### config.mk
export PLATFORM = sky130hd
export DESIGN_NAME = jtag_tap_boundary_scan
export DESIGN_NICKNAME = d
export VERILOG_FILES = /design/src/logic/jtag_pkg.sv /design/src/logic/scan_link_if.sv /design/src/logic/jtag_tap_boundary_scan.sv /design/src/logic/boundary_cell_chain.sv
export SDC_FILE = /design/constraint.sdc
export NUM_CORES = 1
export LEC_CHECK = 0
export ABC_CLOCK_PERIOD_IN_PS = 2700
export BUFFER_PORTS_ARGS = -buffer_cell sky130_fd_sc_hd__buf_2
export CORE_MARGIN = 5
export CORE_UTILIZATION = 60
export CTS_BUF_LIST = sky130_fd_sc_hd__clkbuf_8
export DETAILED_ROUTE_END_ITERATION = 12
export PLACE_DENSITY = 0.81
export SLEW_MARGIN = 20
export SYNTH_ARGS = -nofsm -noshare
export SYNTH_HDL_FRONTEND = slang
export SYNTH_HIERARCHICAL = 1
export SYNTH_SLANG_ARGS = --single-unit
export TNS_END_PERCENT = 1
### constraint.sdc
create_clock -name sys_clk -period 2.7 [get_ports sys_clk]
set_input_delay 0.27 -clock sys_clk [delete_from_list [all_inputs] [get_ports sys_clk]]
set_output_delay 0.27 -clock sys_clk [all_outputs]
set_load 0.05 [all_outputs]
### src/logic/jtag_pkg.sv
// Purpose: Shared constants and types for the test access port.
// Assumes: Sampling clock runs far faster than the test clock.
// Notes: Opcode values and identification value are local choices.
//
// Notes on behaviour
// RL1: Sixteen-state controller, six-bit instruction register, five test pins.
// RL2: Low test reset puts controller in reset, needing no test clock edges.
// RL3: Mode select and serial input sampled on every rising test clock edge.
// RL4: Serial output changes on falling test clock edge for capture on next rise.
// RL5: Serial output driven only in the two shift states, else released.
// RL6: One serial input feeds boundary, instruction, identification and bypass.
// RL7: State moves only by mode select sampled at rising test clock edges.
// RL8: Five rising edges with mode select high reach the reset state.
// RL9: Boundary chain covers the DC-coupled pins for interconnect testing.
// RL10: No AC-coupled test mode; no time-varying test drive exists.
// RL11: An identification register can be shifted out to identify the part.
// RL12: New instruction takes effect only while passing Update-IR.
// RL13: Bypass, boundary and identification registers sit in parallel, selected.
// RL14: Transitions follow the standard sixteen-state controller graph.

package jtag_pkg;

	localparam int          IR_WIDTH       = 6;
	localparam int          ID_WIDTH       = 32;
	localparam int          PIN_COUNT      = 8;
	localparam int          CELLS_PER_PIN  = 3;
	localparam int          BSR_LEN        = PIN_COUNT * CELLS_PER_PIN;

	localparam logic [5:0]  IR_EXTEST      = 6'h00;
	localparam logic [5:0]  IR_SAMPLE      = 6'h01;
	localparam logic [5:0]  IR_IDCODE      = 6'h02;
	localparam logic [5:0]  IR_BYPASS      = 6'h3f;
	localparam logic [5:0]  IR_CAPTURE_VAL = 6'h01;
	localparam logic [5:0]  IR_RESET_VAL   = IR_IDCODE;

	// Arbitrary identification value; bit 0 must stay one
	localparam logic [31:0] ID_VALUE       = 32'h0000_1001;

	localparam logic [2:0]  TLR_TMS_COUNT  = 3'h5;

	typedef enum logic [3:0] {
		TEST_LOGIC_RESET, RUN_TEST_IDLE,
		SELECT_DR, CAPTURE_DR, SHIFT_DR, EXIT1_DR, PAUSE_DR, EXIT2_DR, UPDATE_DR,
		SELECT_IR, CAPTURE_IR, SHIFT_IR, EXIT1_IR, PAUSE_IR, EXIT2_IR, UPDATE_IR
	} tap_state_t;

endpackage : jtag_pkg

### src/logic/scan_link_if.sv
// Purpose: Carries controller strobes to the boundary cell chain.
// Assumes: All signals live on sys_clk.
// Notes: Edge strobes tck_rise and tck_fall are one sys_clk cycle wide.
`timescale 1ns/1ps
`default_nettype none

interface scan_link_if;
	logic tck_rise;
	logic tck_fall;
	logic tdi;
	logic capture_dr;
	logic shift_dr;
	logic update_dr;
	logic logic_reset;
	logic bsr_sel;
	logic extest;
	logic bsr_tdo;

	modport tap (output tck_rise, tck_fall, tdi, capture_dr, shift_dr, update_dr,
		logic_reset, bsr_sel, extest, input bsr_tdo);
	modport chain (input tck_rise, tck_fall, tdi, capture_dr, shift_dr, update_dr,
		logic_reset, bsr_sel, extest, output bsr_tdo);
endinterface : scan_link_if

`default_nettype wire

### src/logic/jtag_tap_boundary_scan.sv
// Purpose: Test access port controller with instruction and data paths.
// Assumes: Test clock below a quarter of sys_clk rate.
// Notes: All test pins sampled through two flip-flops on sys_clk.
`timescale 1ns/1ps
`default_nettype none

module jtag_tap_boundary_scan
	import jtag_pkg::*;
(
	// Clock and reset
	input  wire logic                  sys_clk,
	input  wire logic                  reset,
	// Test pins
	input  wire logic                  tck,
	input  wire logic                  tms,
	input  wire logic                  tdi,
	input  wire logic                  trst_n,
	output logic                       tdo,
	output logic                       tdo_oe,
	// Core and pad side of the boundary cells
	input  wire logic [PIN_COUNT-1:0]  pin_in,
	input  wire logic [PIN_COUNT-1:0]  core_out,
	input  wire logic [PIN_COUNT-1:0]  core_oe,
	output logic      [PIN_COUNT-1:0]  pin_out,
	output logic      [PIN_COUNT-1:0]  pin_oe,
	// Status
	output logic      [IR_WIDTH-1:0]   instr,
	output logic                       extest_active
);

	scan_link_if link ();

	// Synchronisers
	logic                 tck_s1_reg;
	logic                 tck_s2_reg;
	logic                 tck_d_reg;
	logic                 tms_s1_reg;
	logic                 tms_s2_reg;
	logic                 tdi_s1_reg;
	logic                 tdi_s2_reg;
	logic                 trst_s1_reg;
	logic                 trst_s2_reg;
	logic [PIN_COUNT-1:0] pin_s1_reg;
	logic [PIN_COUNT-1:0] pin_s2_reg;

	// Controller state
	tap_state_t           state_reg;
	tap_state_t           state_next;
	logic [IR_WIDTH-1:0]  ir_shift_reg; // RL1
	logic [IR_WIDTH-1:0]  ir_reg;
	logic [ID_WIDTH-1:0]  id_shift_reg;
	logic                 bypass_reg;
	logic [2:0]           ones_reg;

	// Decoded terms
	wire                  tap_reset;
	wire                  tck_rise;
	wire                  tck_fall;
	wire                  in_shift;
	wire                  sel_bsr;
	wire                  sel_id;
	wire                  sel_bypass;
	wire                  dr_out;
	wire                  serial_out;

	always_ff @(posedge sys_clk) begin
		if (reset) begin
			tck_s1_reg  <= 1'b0;
			tck_s2_reg  <= 1'b0;
			tck_d_reg   <= 1'b0;
			tms_s1_reg  <= 1'b1;
			tms_s2_reg  <= 1'b1;
			tdi_s1_reg  <= 1'b1;
			tdi_s2_reg  <= 1'b1;
			trst_s1_reg <= 1'b1;
			trst_s2_reg <= 1'b1;
			pin_s1_reg  <= '0;
			pin_s2_reg  <= '0;
		end else begin
			tck_s1_reg  <= tck;
			tck_s2_reg  <= tck_s1_reg;
			tck_d_reg   <= tck_s2_reg;
			tms_s1_reg  <= tms;
			tms_s2_reg  <= tms_s1_reg;
			tdi_s1_reg  <= tdi;
			tdi_s2_reg  <= tdi_s1_reg;
			trst_s1_reg <= trst_n;
			trst_s2_reg <= trst_s1_reg;
			pin_s1_reg  <= pin_in;
			pin_s2_reg  <= pin_s1_reg;
		end
	end

	// Test reset needs no test clock edge, only sys_clk
	assign tap_reset = reset || !trst_s2_reg; // RL2
	assign tck_rise  = tck_s2_reg && !tck_d_reg; // RL3
	assign tck_fall  = !tck_s2_reg && tck_d_reg; // RL4

	always_comb begin
		state_next = state_reg;
		case (state_reg) // RL14
			TEST_LOGIC_RESET: state_next = tms_s2_reg ? TEST_LOGIC_RESET : RUN_TEST_IDLE;
			RUN_TEST_IDLE:    state_next = tms_s2_reg ? SELECT_DR : RUN_TEST_IDLE;
			SELECT_DR:        state_next = tms_s2_reg ? SELECT_IR : CAPTURE_DR;
			CAPTURE_DR:       state_next = tms_s2_reg ? EXIT1_DR : SHIFT_DR;
			SHIFT_DR:         state_next = tms_s2_reg ? EXIT1_DR : SHIFT_DR;
			EXIT1_DR:         state_next = tms_s2_reg ? UPDATE_DR : PAUSE_DR;
			PAUSE_DR:         state_next = tms_s2_reg ? EXIT2_DR : PAUSE_DR;
			EXIT2_DR:         state_next = tms_s2_reg ? UPDATE_DR : SHIFT_DR;
			UPDATE_DR:        state_next = tms_s2_reg ? SELECT_DR : RUN_TEST_IDLE;
			SELECT_IR:        state_next = tms_s2_reg ? TEST_LOGIC_RESET : CAPTURE_IR; // RL8
			CAPTURE_IR:       state_next = tms_s2_reg ? EXIT1_IR : SHIFT_IR;
			SHIFT_IR:         state_next = tms_s2_reg ? EXIT1_IR : SHIFT_IR;
			EXIT1_IR:         state_next = tms_s2_reg ? UPDATE_IR : PAUSE_IR;
			PAUSE_IR:         state_next = tms_s2_reg ? EXIT2_IR : PAUSE_IR;
			EXIT2_IR:         state_next = tms_s2_reg ? UPDATE_IR : SHIFT_IR;
			UPDATE_IR:        state_next = tms_s2_reg ? SELECT_DR : RUN_TEST_IDLE;
			default:          state_next = TEST_LOGIC_RESET;
		endcase
	end

	always_ff @(posedge sys_clk) begin
		if (tap_reset) begin
			state_reg <= TEST_LOGIC_RESET; // RL2
		end else if (tck_rise) begin
			state_reg <= state_next; // RL7
		end
	end

	always_ff @(posedge sys_clk) begin
		if (tap_reset) begin
			ir_shift_reg <= IR_CAPTURE_VAL;
		end else if (tck_rise && state_reg == CAPTURE_IR) begin
			ir_shift_reg <= IR_CAPTURE_VAL;
		end else if (tck_rise && state_reg == SHIFT_IR) begin
			ir_shift_reg <= {tdi_s2_reg, ir_shift_reg[IR_WIDTH-1:1]}; // RL6
		end
	end

	// Instruction changes only here, so a partial shift never decodes
	always_ff @(posedge sys_clk) begin
		if (tap_reset || state_reg == TEST_LOGIC_RESET) begin
			ir_reg <= IR_RESET_VAL;
		end else if (tck_fall && state_reg == UPDATE_IR) begin
			ir_reg <= ir_shift_reg; // RL12
		end
	end

	always_ff @(posedge sys_clk) begin
		if (tap_reset) begin
			id_shift_reg <= ID_VALUE;
		end else if (tck_rise && sel_id && state_reg == CAPTURE_DR) begin
			id_shift_reg <= ID_VALUE; // RL11
		end else if (tck_rise && sel_id && state_reg == SHIFT_DR) begin
			id_shift_reg <= {tdi_s2_reg, id_shift_reg[ID_WIDTH-1:1]}; // RL6
		end
	end

	always_ff @(posedge sys_clk) begin
		if (tap_reset) begin
			bypass_reg <= 1'b0;
		end else if (tck_rise && sel_bypass && state_reg == CAPTURE_DR) begin
			bypass_reg <= 1'b0;
		end else if (tck_rise && sel_bypass && state_reg == SHIFT_DR) begin
			bypass_reg <= tdi_s2_reg; // RL6
		end
	end

	// Unknown opcodes fall back to bypass
	assign sel_bsr    = (ir_reg == IR_EXTEST) || (ir_reg == IR_SAMPLE); // RL13
	assign sel_id     = (ir_reg == IR_IDCODE); // RL13
	assign sel_bypass = !sel_bsr && !sel_id; // RL13
	assign dr_out     = sel_bsr ? link.bsr_tdo : (sel_id ? id_shift_reg[0] : bypass_reg);
	assign serial_out = (state_reg == SHIFT_IR) ? ir_shift_reg[0] : dr_out;
	assign in_shift   = (state_reg == SHIFT_DR) || (state_reg == SHIFT_IR); // RL5

	always_ff @(posedge sys_clk) begin
		if (tap_reset) begin
			tdo    <= 1'b0;
			tdo_oe <= 1'b0;
		end else if (tck_fall) begin
			tdo    <= serial_out; // RL4
			tdo_oe <= in_shift; // RL5
		end
	end

	always_ff @(posedge sys_clk) begin
		if (reset) begin
			instr         <= IR_RESET_VAL;
			extest_active <= 1'b0;
		end else begin
			instr         <= ir_reg;
			extest_active <= (ir_reg == IR_EXTEST);
		end
	end

	// Run of high mode-select samples, for the reset check
	always_ff @(posedge sys_clk) begin
		if (tap_reset) begin
			ones_reg <= '0;
		end else if (tck_rise) begin
			ones_reg <= !tms_s2_reg ? 3'h0 :
				(ones_reg == TLR_TMS_COUNT) ? ones_reg : ones_reg + 3'h1;
		end
	end

	assign link.tck_rise    = tck_rise;
	assign link.tck_fall    = tck_fall;
	assign link.tdi         = tdi_s2_reg;
	assign link.capture_dr  = (state_reg == CAPTURE_DR);
	assign link.shift_dr    = (state_reg == SHIFT_DR);
	assign link.update_dr   = (state_reg == UPDATE_DR);
	assign link.logic_reset = tap_reset || (state_reg == TEST_LOGIC_RESET);
	assign link.bsr_sel     = sel_bsr;
	assign link.extest      = (ir_reg == IR_EXTEST);

	boundary_cell_chain u_chain (
		.sys_clk  (sys_clk),
		.reset    (reset),
		.link     (link),
		.pin_in_s (pin_s2_reg),
		.core_out (core_out),
		.core_oe  (core_oe),
		.pin_out  (pin_out),
		.pin_oe   (pin_oe)
	);

	AST_TMS_FIVE_RESET: assert property (@(posedge sys_clk) disable iff (tap_reset) // RL8
		ones_reg == TLR_TMS_COUNT |-> state_reg == TEST_LOGIC_RESET)
		else $error("Five high mode samples did not reach reset");

	AST_TRST_RESET: assert property (@(posedge sys_clk) disable iff (reset) // RL2
		!trst_s2_reg |=> state_reg == TEST_LOGIC_RESET && ir_reg == IR_RESET_VAL)
		else $error("Test reset did not reset the controller");

	AST_STATE_ON_EDGE: assert property (@(posedge sys_clk) disable iff (tap_reset) // RL7
		!tck_rise |=> $stable(state_reg))
		else $error("State moved without a rising test clock edge");

	AST_SAMPLE_RISE: assert property (@(posedge sys_clk) disable iff (tap_reset) // RL3
		tck_rise && state_reg == RUN_TEST_IDLE |=>
		state_reg == ($past(tms_s2_reg) ? SELECT_DR : RUN_TEST_IDLE))
		else $error("Mode select not applied at the rising edge");

	AST_GRAPH_IR: assert property (@(posedge sys_clk) disable iff (tap_reset) // RL14
		tck_rise && state_reg == SELECT_IR && tms_s2_reg |=> state_reg == TEST_LOGIC_RESET)
		else $error("Select-IR with mode high did not go to reset");

	AST_TDO_DRIVEN: assert property (@(posedge sys_clk) disable iff (tap_reset) // RL5
		tck_fall && in_shift |=> tdo_oe ##1 tdo_oe)
		else $error("Serial output not driven while shifting");

	AST_TDO_RELEASED: assert property (@(posedge sys_clk) disable iff (tap_reset) // RL5
		tck_fall && !in_shift |=> !tdo_oe)
		else $error("Serial output driven outside shift states");

	AST_TDO_FALL_ONLY: assert property (@(posedge sys_clk) disable iff (tap_reset) // RL4
		!tck_fall |=> $stable(tdo))
		else $error("Serial output changed away from a falling edge");

	AST_IR_UPDATE_ONLY: assert property (@(posedge sys_clk) disable iff (tap_reset) // RL12
		!$stable(ir_reg) |-> $past(state_reg) == UPDATE_IR || state_reg == TEST_LOGIC_RESET)
		else $error("Instruction changed outside Update-IR");

	AST_BYPASS_ONE_BIT: assert property (@(posedge sys_clk) disable iff (tap_reset) // RL13
		tck_fall && sel_bypass && state_reg == SHIFT_DR |=> tdo == $past(bypass_reg))
		else $error("Bypass path not on serial output");

	AST_ID_CAPTURE: assert property (@(posedge sys_clk) disable iff (tap_reset) // RL11
		tck_rise && sel_id && state_reg == CAPTURE_DR |=> id_shift_reg == ID_VALUE)
		else $error("Identification value not captured");

	AST_IR_SIX_BITS: assert property (@(posedge sys_clk) disable iff (tap_reset) // RL1
		tck_rise && state_reg == CAPTURE_IR |=> ir_shift_reg == IR_CAPTURE_VAL)
		else $error("Instruction capture value wrong");

	// Shifted word lands whole, never a partial one
	AST_IR_LOAD: assert property (@(posedge sys_clk) disable iff (tap_reset) // RL12
		tck_fall && state_reg == UPDATE_IR |=> ir_reg == $past(ir_shift_reg))
		else $error("Instruction not loaded at Update-IR");

	AST_TLR_IR: assert property (@(posedge sys_clk) disable iff (tap_reset) // RL12
		state_reg == TEST_LOGIC_RESET |=> ir_reg == IR_RESET_VAL)
		else $error("Instruction not reset in Test-Logic-Reset");

	AST_ID_SHIFT_OUT: assert property (@(posedge sys_clk) disable iff (tap_reset) // RL13
		tck_fall && sel_id && state_reg == SHIFT_DR |=> tdo == $past(id_shift_reg[0]))
		else $error("Identification bit not on serial output");

	AST_IR_SHIFT_OUT: assert property (@(posedge sys_clk) disable iff (tap_reset) // RL4
		tck_fall && state_reg == SHIFT_IR |=> tdo == $past(ir_shift_reg[0]))
		else $error("Instruction bit not on serial output");

	COV_IR_UPDATE: cover property (@(posedge sys_clk) disable iff (tap_reset)
		tck_fall && state_reg == UPDATE_IR);
	COV_ID_SHIFT: cover property (@(posedge sys_clk) disable iff (tap_reset)
		tck_fall && sel_id && state_reg == SHIFT_DR);
	COV_EXTEST: cover property (@(posedge sys_clk) disable iff (tap_reset)
		link.extest && tck_fall && state_reg == UPDATE_DR);
	COV_TMS_RESET: cover property (@(posedge sys_clk) disable iff (tap_reset)
		ones_reg == TLR_TMS_COUNT);
	COV_PAUSE_DR: cover property (@(posedge sys_clk) disable iff (tap_reset)
		tck_rise && state_reg == PAUSE_DR);

endmodule : jtag_tap_boundary_scan

`default_nettype wire

### src/logic/boundary_cell_chain.sv
// Purpose: Boundary register with capture, shift and update cells.
// Assumes: Pin inputs arrive already synchronised.
// Notes: Cells per pin: capture, output data, output enable.
`timescale 1ns/1ps
`default_nettype none

module boundary_cell_chain
	import jtag_pkg::*;
(
	// Clock and reset
	input  wire logic                  sys_clk,
	input  wire logic                  reset,
	// Controller side
	scan_link_if.chain                 link,
	// Core and pad side
	input  wire logic [PIN_COUNT-1:0]  pin_in_s,
	input  wire logic [PIN_COUNT-1:0]  core_out,
	input  wire logic [PIN_COUNT-1:0]  core_oe,
	output logic      [PIN_COUNT-1:0]  pin_out,
	output logic      [PIN_COUNT-1:0]  pin_oe
);

	logic [BSR_LEN-1:0]   shift_reg;
	logic [BSR_LEN-1:0]   update_reg;
	logic [BSR_LEN-1:0]   capture_val;
	logic [PIN_COUNT-1:0] upd_data;
	logic [PIN_COUNT-1:0] upd_en;

	genvar i;
	generate
		for (i = 0; i < PIN_COUNT; i++) begin : g_pin
			// Capture sees core data only while the core drives the pad
			assign capture_val[CELLS_PER_PIN*i]   = (core_oe[i] && !link.extest) ?
				core_out[i] : pin_in_s[i]; // RL9
			assign capture_val[CELLS_PER_PIN*i+1] = core_out[i];
			assign capture_val[CELLS_PER_PIN*i+2] = core_oe[i];
			assign upd_data[i] = update_reg[CELLS_PER_PIN*i+1];
			assign upd_en[i]   = update_reg[CELLS_PER_PIN*i+2];
		end
	endgenerate

	assign link.bsr_tdo = shift_reg[0];

	always_ff @(posedge sys_clk) begin
		if (reset) begin
			shift_reg <= '0;
		end else if (link.tck_rise && link.bsr_sel && link.capture_dr) begin
			shift_reg <= capture_val; // RL9
		end else if (link.tck_rise && link.bsr_sel && link.shift_dr) begin
			shift_reg <= {link.tdi, shift_reg[BSR_LEN-1:1]}; // RL6
		end
	end

	// Falling-edge update keeps skew from corrupting the latched value
	always_ff @(posedge sys_clk) begin
		if (reset || link.logic_reset) begin
			update_reg <= '0;
		end else if (link.tck_fall && link.bsr_sel && link.update_dr) begin
			update_reg <= shift_reg;
		end
	end

	// Static levels only: there is no pulsed AC test drive
	always_ff @(posedge sys_clk) begin
		if (reset) begin
			pin_out <= '0;
			pin_oe  <= '0;
		end else begin
			pin_out <= link.extest ? upd_data : core_out; // RL10
			pin_oe  <= link.extest ? upd_en : core_oe; // RL9
		end
	end

	AST_PIN_FOLLOWS_CELL: assert property (@(posedge sys_clk) disable iff (reset) // RL9
		link.extest |=> pin_out == $past(upd_data))
		else $error("Pin drive does not follow boundary update cell");

	AST_NO_AC_DRIVE: assert property (@(posedge sys_clk) disable iff (reset) // RL10
		!link.extest ##1 (!link.extest && $stable(core_out)) |=> $stable(pin_out))
		else $error("Pin drive toggles without a cause");

endmodule : boundary_cell_chain

`default_nettype wire

# Word level (Yosys, flattened, before mapping)
# Index checks and enable logic that the tools add are counted.
# totals
reg_bits	147
in_bits	30
elab_cells	114
# classes
eq_ne	17
muxes	28
reduce_logical	45
# op_table
cell	count
$mux 24	2
$pmux 4 s12	1
$eq 4x4->1 const B	8
$logic_and 1x1->1	25
$eq 4x3->1 const B	4
$mux 4	4
$mux 8	2
$mux 1	14
$reduce_or 2->1	5
$eq 4x2->1 const B	2
$eq 6x1->1 const B	1
$eq 6x2->1 const B	1
$logic_not 1->1	6
$logic_not 6->1	1
$mux 2	3
$mux 3	2
$logic_or 1x1->1	5
$eq 4x1->1 const B	1
$logic_not 4->1	1
$reduce_or 3->1	1
$reduce_bool 2->1	1

# Logic depth before layout (Yosys ltp)
# depth
ltp_word	7
depth_mapped	9
ltp_nobuf	6

# By module
# Netlist, hierarchy kept.
# modules_own_cells
module	n_inst	cells_per_inst	area_per_inst_um2
jtag_tap_boundary_scan	1	338	3201.8
boundary_cell_chain	1	287	2412.3

# Worst setup path before layout
# Ideal clock, no wire load.
# synth_path
path_kind	reg2reg
start	register ir_reg[5]
end	register u_chain.shift_reg[12]
arrival_time_ps	1821
required_ps	2569
path_slack_ps	748
path_stages_with_launch	7
n_path_buf	1
cell_sequence	dfxtp_1 -> or4_1 -> nor3_1 -> buf_2 -> and3b_1 -> a211oi_1 -> nor3_1
# synth_via
elab_chain_len	5
elab_cells_between_ends	11
classes_between	eq/ne (1); mux (2); reduce/logical (8)
# synth_rtl
element	line_no	rtl
from (decl)	jtag_tap_boundary_scan.sv:50	logic [IR_WIDTH-1:0] ir_reg;
from (signal assigned)	jtag_tap_boundary_scan.sv:145	ir_reg <= ir_shift_reg;
$logic_not 6->1 (*)	jtag_tap_boundary_scan.sv:215	assign link.extest = (ir_reg == IR_EXTEST);
named net link.extest	scan_link_if.sv:16	logic extest;
$logic_not 1->1 / $logic_or 1x1->1 (equally long branches)	boundary_cell_chain.sv:33, jtag_tap_boundary_scan.sv:170	
$logic_and 1x1->1 (on tied branches)	boundary_cell_chain.sv:33, boundary_cell_chain.sv:47, boundary_cell_chain.sv:49	
$mux 1 (tied with other cells)	boundary_cell_chain.sv:33	assign capture_val[CELLS_PER_PIN*i] = (core_oe[i] && !link.extest) ?
$mux 24 / $reduce_bool 2->1 (equally long branches)	-	
to (signal assigned)	boundary_cell_chain.sv:48	shift_reg <= capture_val;
to (signal assigned)	boundary_cell_chain.sv:50	shift_reg <= {link.tdi, shift_reg[BSR_LEN-1:1]};
to (decl)	boundary_cell_chain.sv:23	logic [BSR_LEN-1:0] shift_reg;
# Mark *: on every way through the listed nets, which the timed path passes. The rest lies on a longest branch.
# A chain may end at the register's enable or synchronous reset.

# Worst setup path after layout
# layout_path
start	register ir_reg[5]
end	register u_chain.shift_reg[18]
# The elaborated chain is that of the path after synthesis.

==> flow_summary.toml <==
[clock_network]
root_buffer = "clkbuf_8"
cts_tree = "yes"
htreeDepth = 4
clk_latency_ps = 420
cts.clk_slew.worst_paths_ps = 80
cts_buffer_depth = 2
cts_resized = 0
cts_hold_buf = 0
cts.sinks = 139
cts_buffers = 17
postCtsSetupBuffers = 0

[yosys]
ys_warn_count = 6
synthTopCellsByCount = "139 x dfxtp_1, 126 x nand2_1, 54 x a21oi_1"
yosysMostFrequentCell = "dfxtp_1"
synth_cells = 625
synth_area_leaders = "dfxtp_1 50%, nand2_1 8.4%, a21oi_1 4.8%"
synth_edf_count = 0
yosysSeqAreaShare_pct = 49.6
ys_seq_elements = 139
synth_area_sq_um = 5610
avgSynthCellArea_sq_um = 8.98
synth_top_area_share_pct = 49.6
ys.flop_type = "dfxtp_1"
yosys.cell_types.count = 50
syn_nets = 655
async_reset_ff_share_pct = 0
yosysTopAreaCell = "dfxtp_1"

[power]
ir_worst_vdd_mv = 0.385
power.total_mw = 4.51
p_per_area_nw_per_um2 = 708
p_leak_nw = 2.22

[critical_path]
cp.required_ps = 2980
worstSetupEndpointType = "flop"
ff2ff_setup_slack_ps = 470
cp_data_arrival_time_ps = 2510
r2r_end = "u_chain/shift_reg[18]"
path_class = "reg2reg"
cp_max_fo = 32
r2r_start = "ir_reg[5]"
rr_worst_depth = 6
critPathLaunchType = "flop"

[route]
route.detailed.wl_per_inst_microns = 15.2
wl_microns = 11900
num_vias = 4476
vias_per_cell = 5.69
drcViolationCount = 0
ant_nets = 0
drt_iter0_drc = 325
drt_pass1_iterations = 5

[worst_hold_path]
hold_path.class = "in2reg"
hold-path-cell-count = 2
holdPathEnd = "tdi_s1_reg"
hp-start = "tdi"

[timing]
timing.hold.ws_ps = 32.2
fmaxAchievable_mhz = 448
slew_headroom_pct = 50.5
fin_worst_skew_ps = 14.4
finalSetupViolations = 0
totalNegativeSetupSlack_ps = 0
drv_slew = 0
period_share_pct = 82.7
post-route-min-period_ps = 2230
hold_violations = 0
worstMarginPinSlew_ps = 743
rsz0062_at_grt = "false"

[floorplanning]
coreArea_sq_um = 9200
start_util_pct = 61.0
placementRows = 35
dieArea_sq_um = 11400
chipWidth_microns = 107
die_h_microns = 107
ios = 55

[global_route]
grt_pass1_vias = 4214
grt_pass1_wl_microns = 19700
grtUsageTotal_pct = 21.4
grt_overflow = 0
antenna_found_initial = 0
grt_max_degree = 76

[placement]
gp_congestion = 0.833
dp_hpwl_microns = 7430
portBuffers = 54

[cells_and_area]
largest_reg_flops = 32
nNetsFinal = 693
nFillCells = 711
drive_gt1_share_pct = 22.9
area_growth_pct = 13.6
antennaDiodeCount = 0

[job]
maxCapViolations = 0

[run_status]
status = "finished, final reports clean"
[cell families (layout without fill, tap and decap cells)]
| group | after synthesis | count (layout) | share of synthesized area [%] |
|---|---|---|---|
| multiplexers | 14 | 14 | 2.50 |
| XOR/XNOR | 2 | 2 | 0.312 |
| AND/OR/NAND/NOR | 278 | 278 | 25.5 |
| buffers and inverters | 49 | 100 | 4.97 |
| flip-flops | 139 | 139 | 49.6 |
| AO/OA/AOI/OAI | 143 | 143 | 17.1 |
[report_power, final]
| group | switching, mW | internal (mW) | total (mW) |
|---|---|---|---|
| registers | 0.0200 | 2.08 | 2.10 |
| clock network | 0.793 | 1.41 | 2.21 |
| logic | 0.140 | 0.0630 | 0.203 |
[cell type report]
type                    count  area, sq um  area share [%]
clock buffers              18          248            3.89
clock inverters            14          288            4.51
inverters                   4         15.0           0.236
multi-input cells         437         2560            40.1
flip-flops and latches    139         2780            43.7
well taps                 111          139            2.18
repair buffers             64          345            5.42
[placed cells by master, fill, tap and decap left out, drive strengths merged, types with 7 or more instances in the layout]
cell type    n
nor2b       29
o22ai        7
nand3b      21
inv          8
nor2        24
dfxtp      139
nand2b      11
o21ai       11
nand2      147
buf         64
a211oi      11
mux2i       14
or2          8
a21o        17
nor3        11
and3b        8
a21oi       82
bufinv       8
clkbuf      18
[stage by stage]
step                utilization [%]  area [sq um]  std cells  setup WS, ps
floorplan                         -          5610        625           748
global placement               63.5          5840        755           636
detailed placement             63.5          5840        755           555
CTS                            69.3          6370        787           490
global route                   69.3          6370        787           309
finish                         69.3          6370        787           467
[worst max-delay path, cell delays in order (launching register included)]
cell,delay [ps]
dfxtp_1,330
or4_1,620
nor3_2,130
buf_4,350
and3b_1,250
a211oi_1,300
nor3_1,90
[routing by layer]
metal,vias to the layer above,track usage [%],share of wire [%]
met5,-,0,0
met4,0,7.85,1.9
met3,18,5.42,5.2
met2,137,36.0,49
met1,2123,26.4,44
li1,2198,-,-
[worst max path at each step]
stage                 start                endpoint  slack (ps)  depth (start not counted)
2_1_floorplan     ir_reg[5]   u_chain/shift_reg[12]         750                          6
3_3_place_gp      ir_reg[5]   u_chain/shift_reg[21]         640                          6
3_5_place_dp      ir_reg[5]   u_chain/shift_reg[15]         560                          6
4_1_cts           ir_reg[5]   u_chain/shift_reg[18]         490                          6
5_1_grt        state_reg[3]  u_chain/update_reg[19]         310                          5
6_report          ir_reg[5]   u_chain/shift_reg[18]         470                          6
Power figures use the tool's default switching activity.
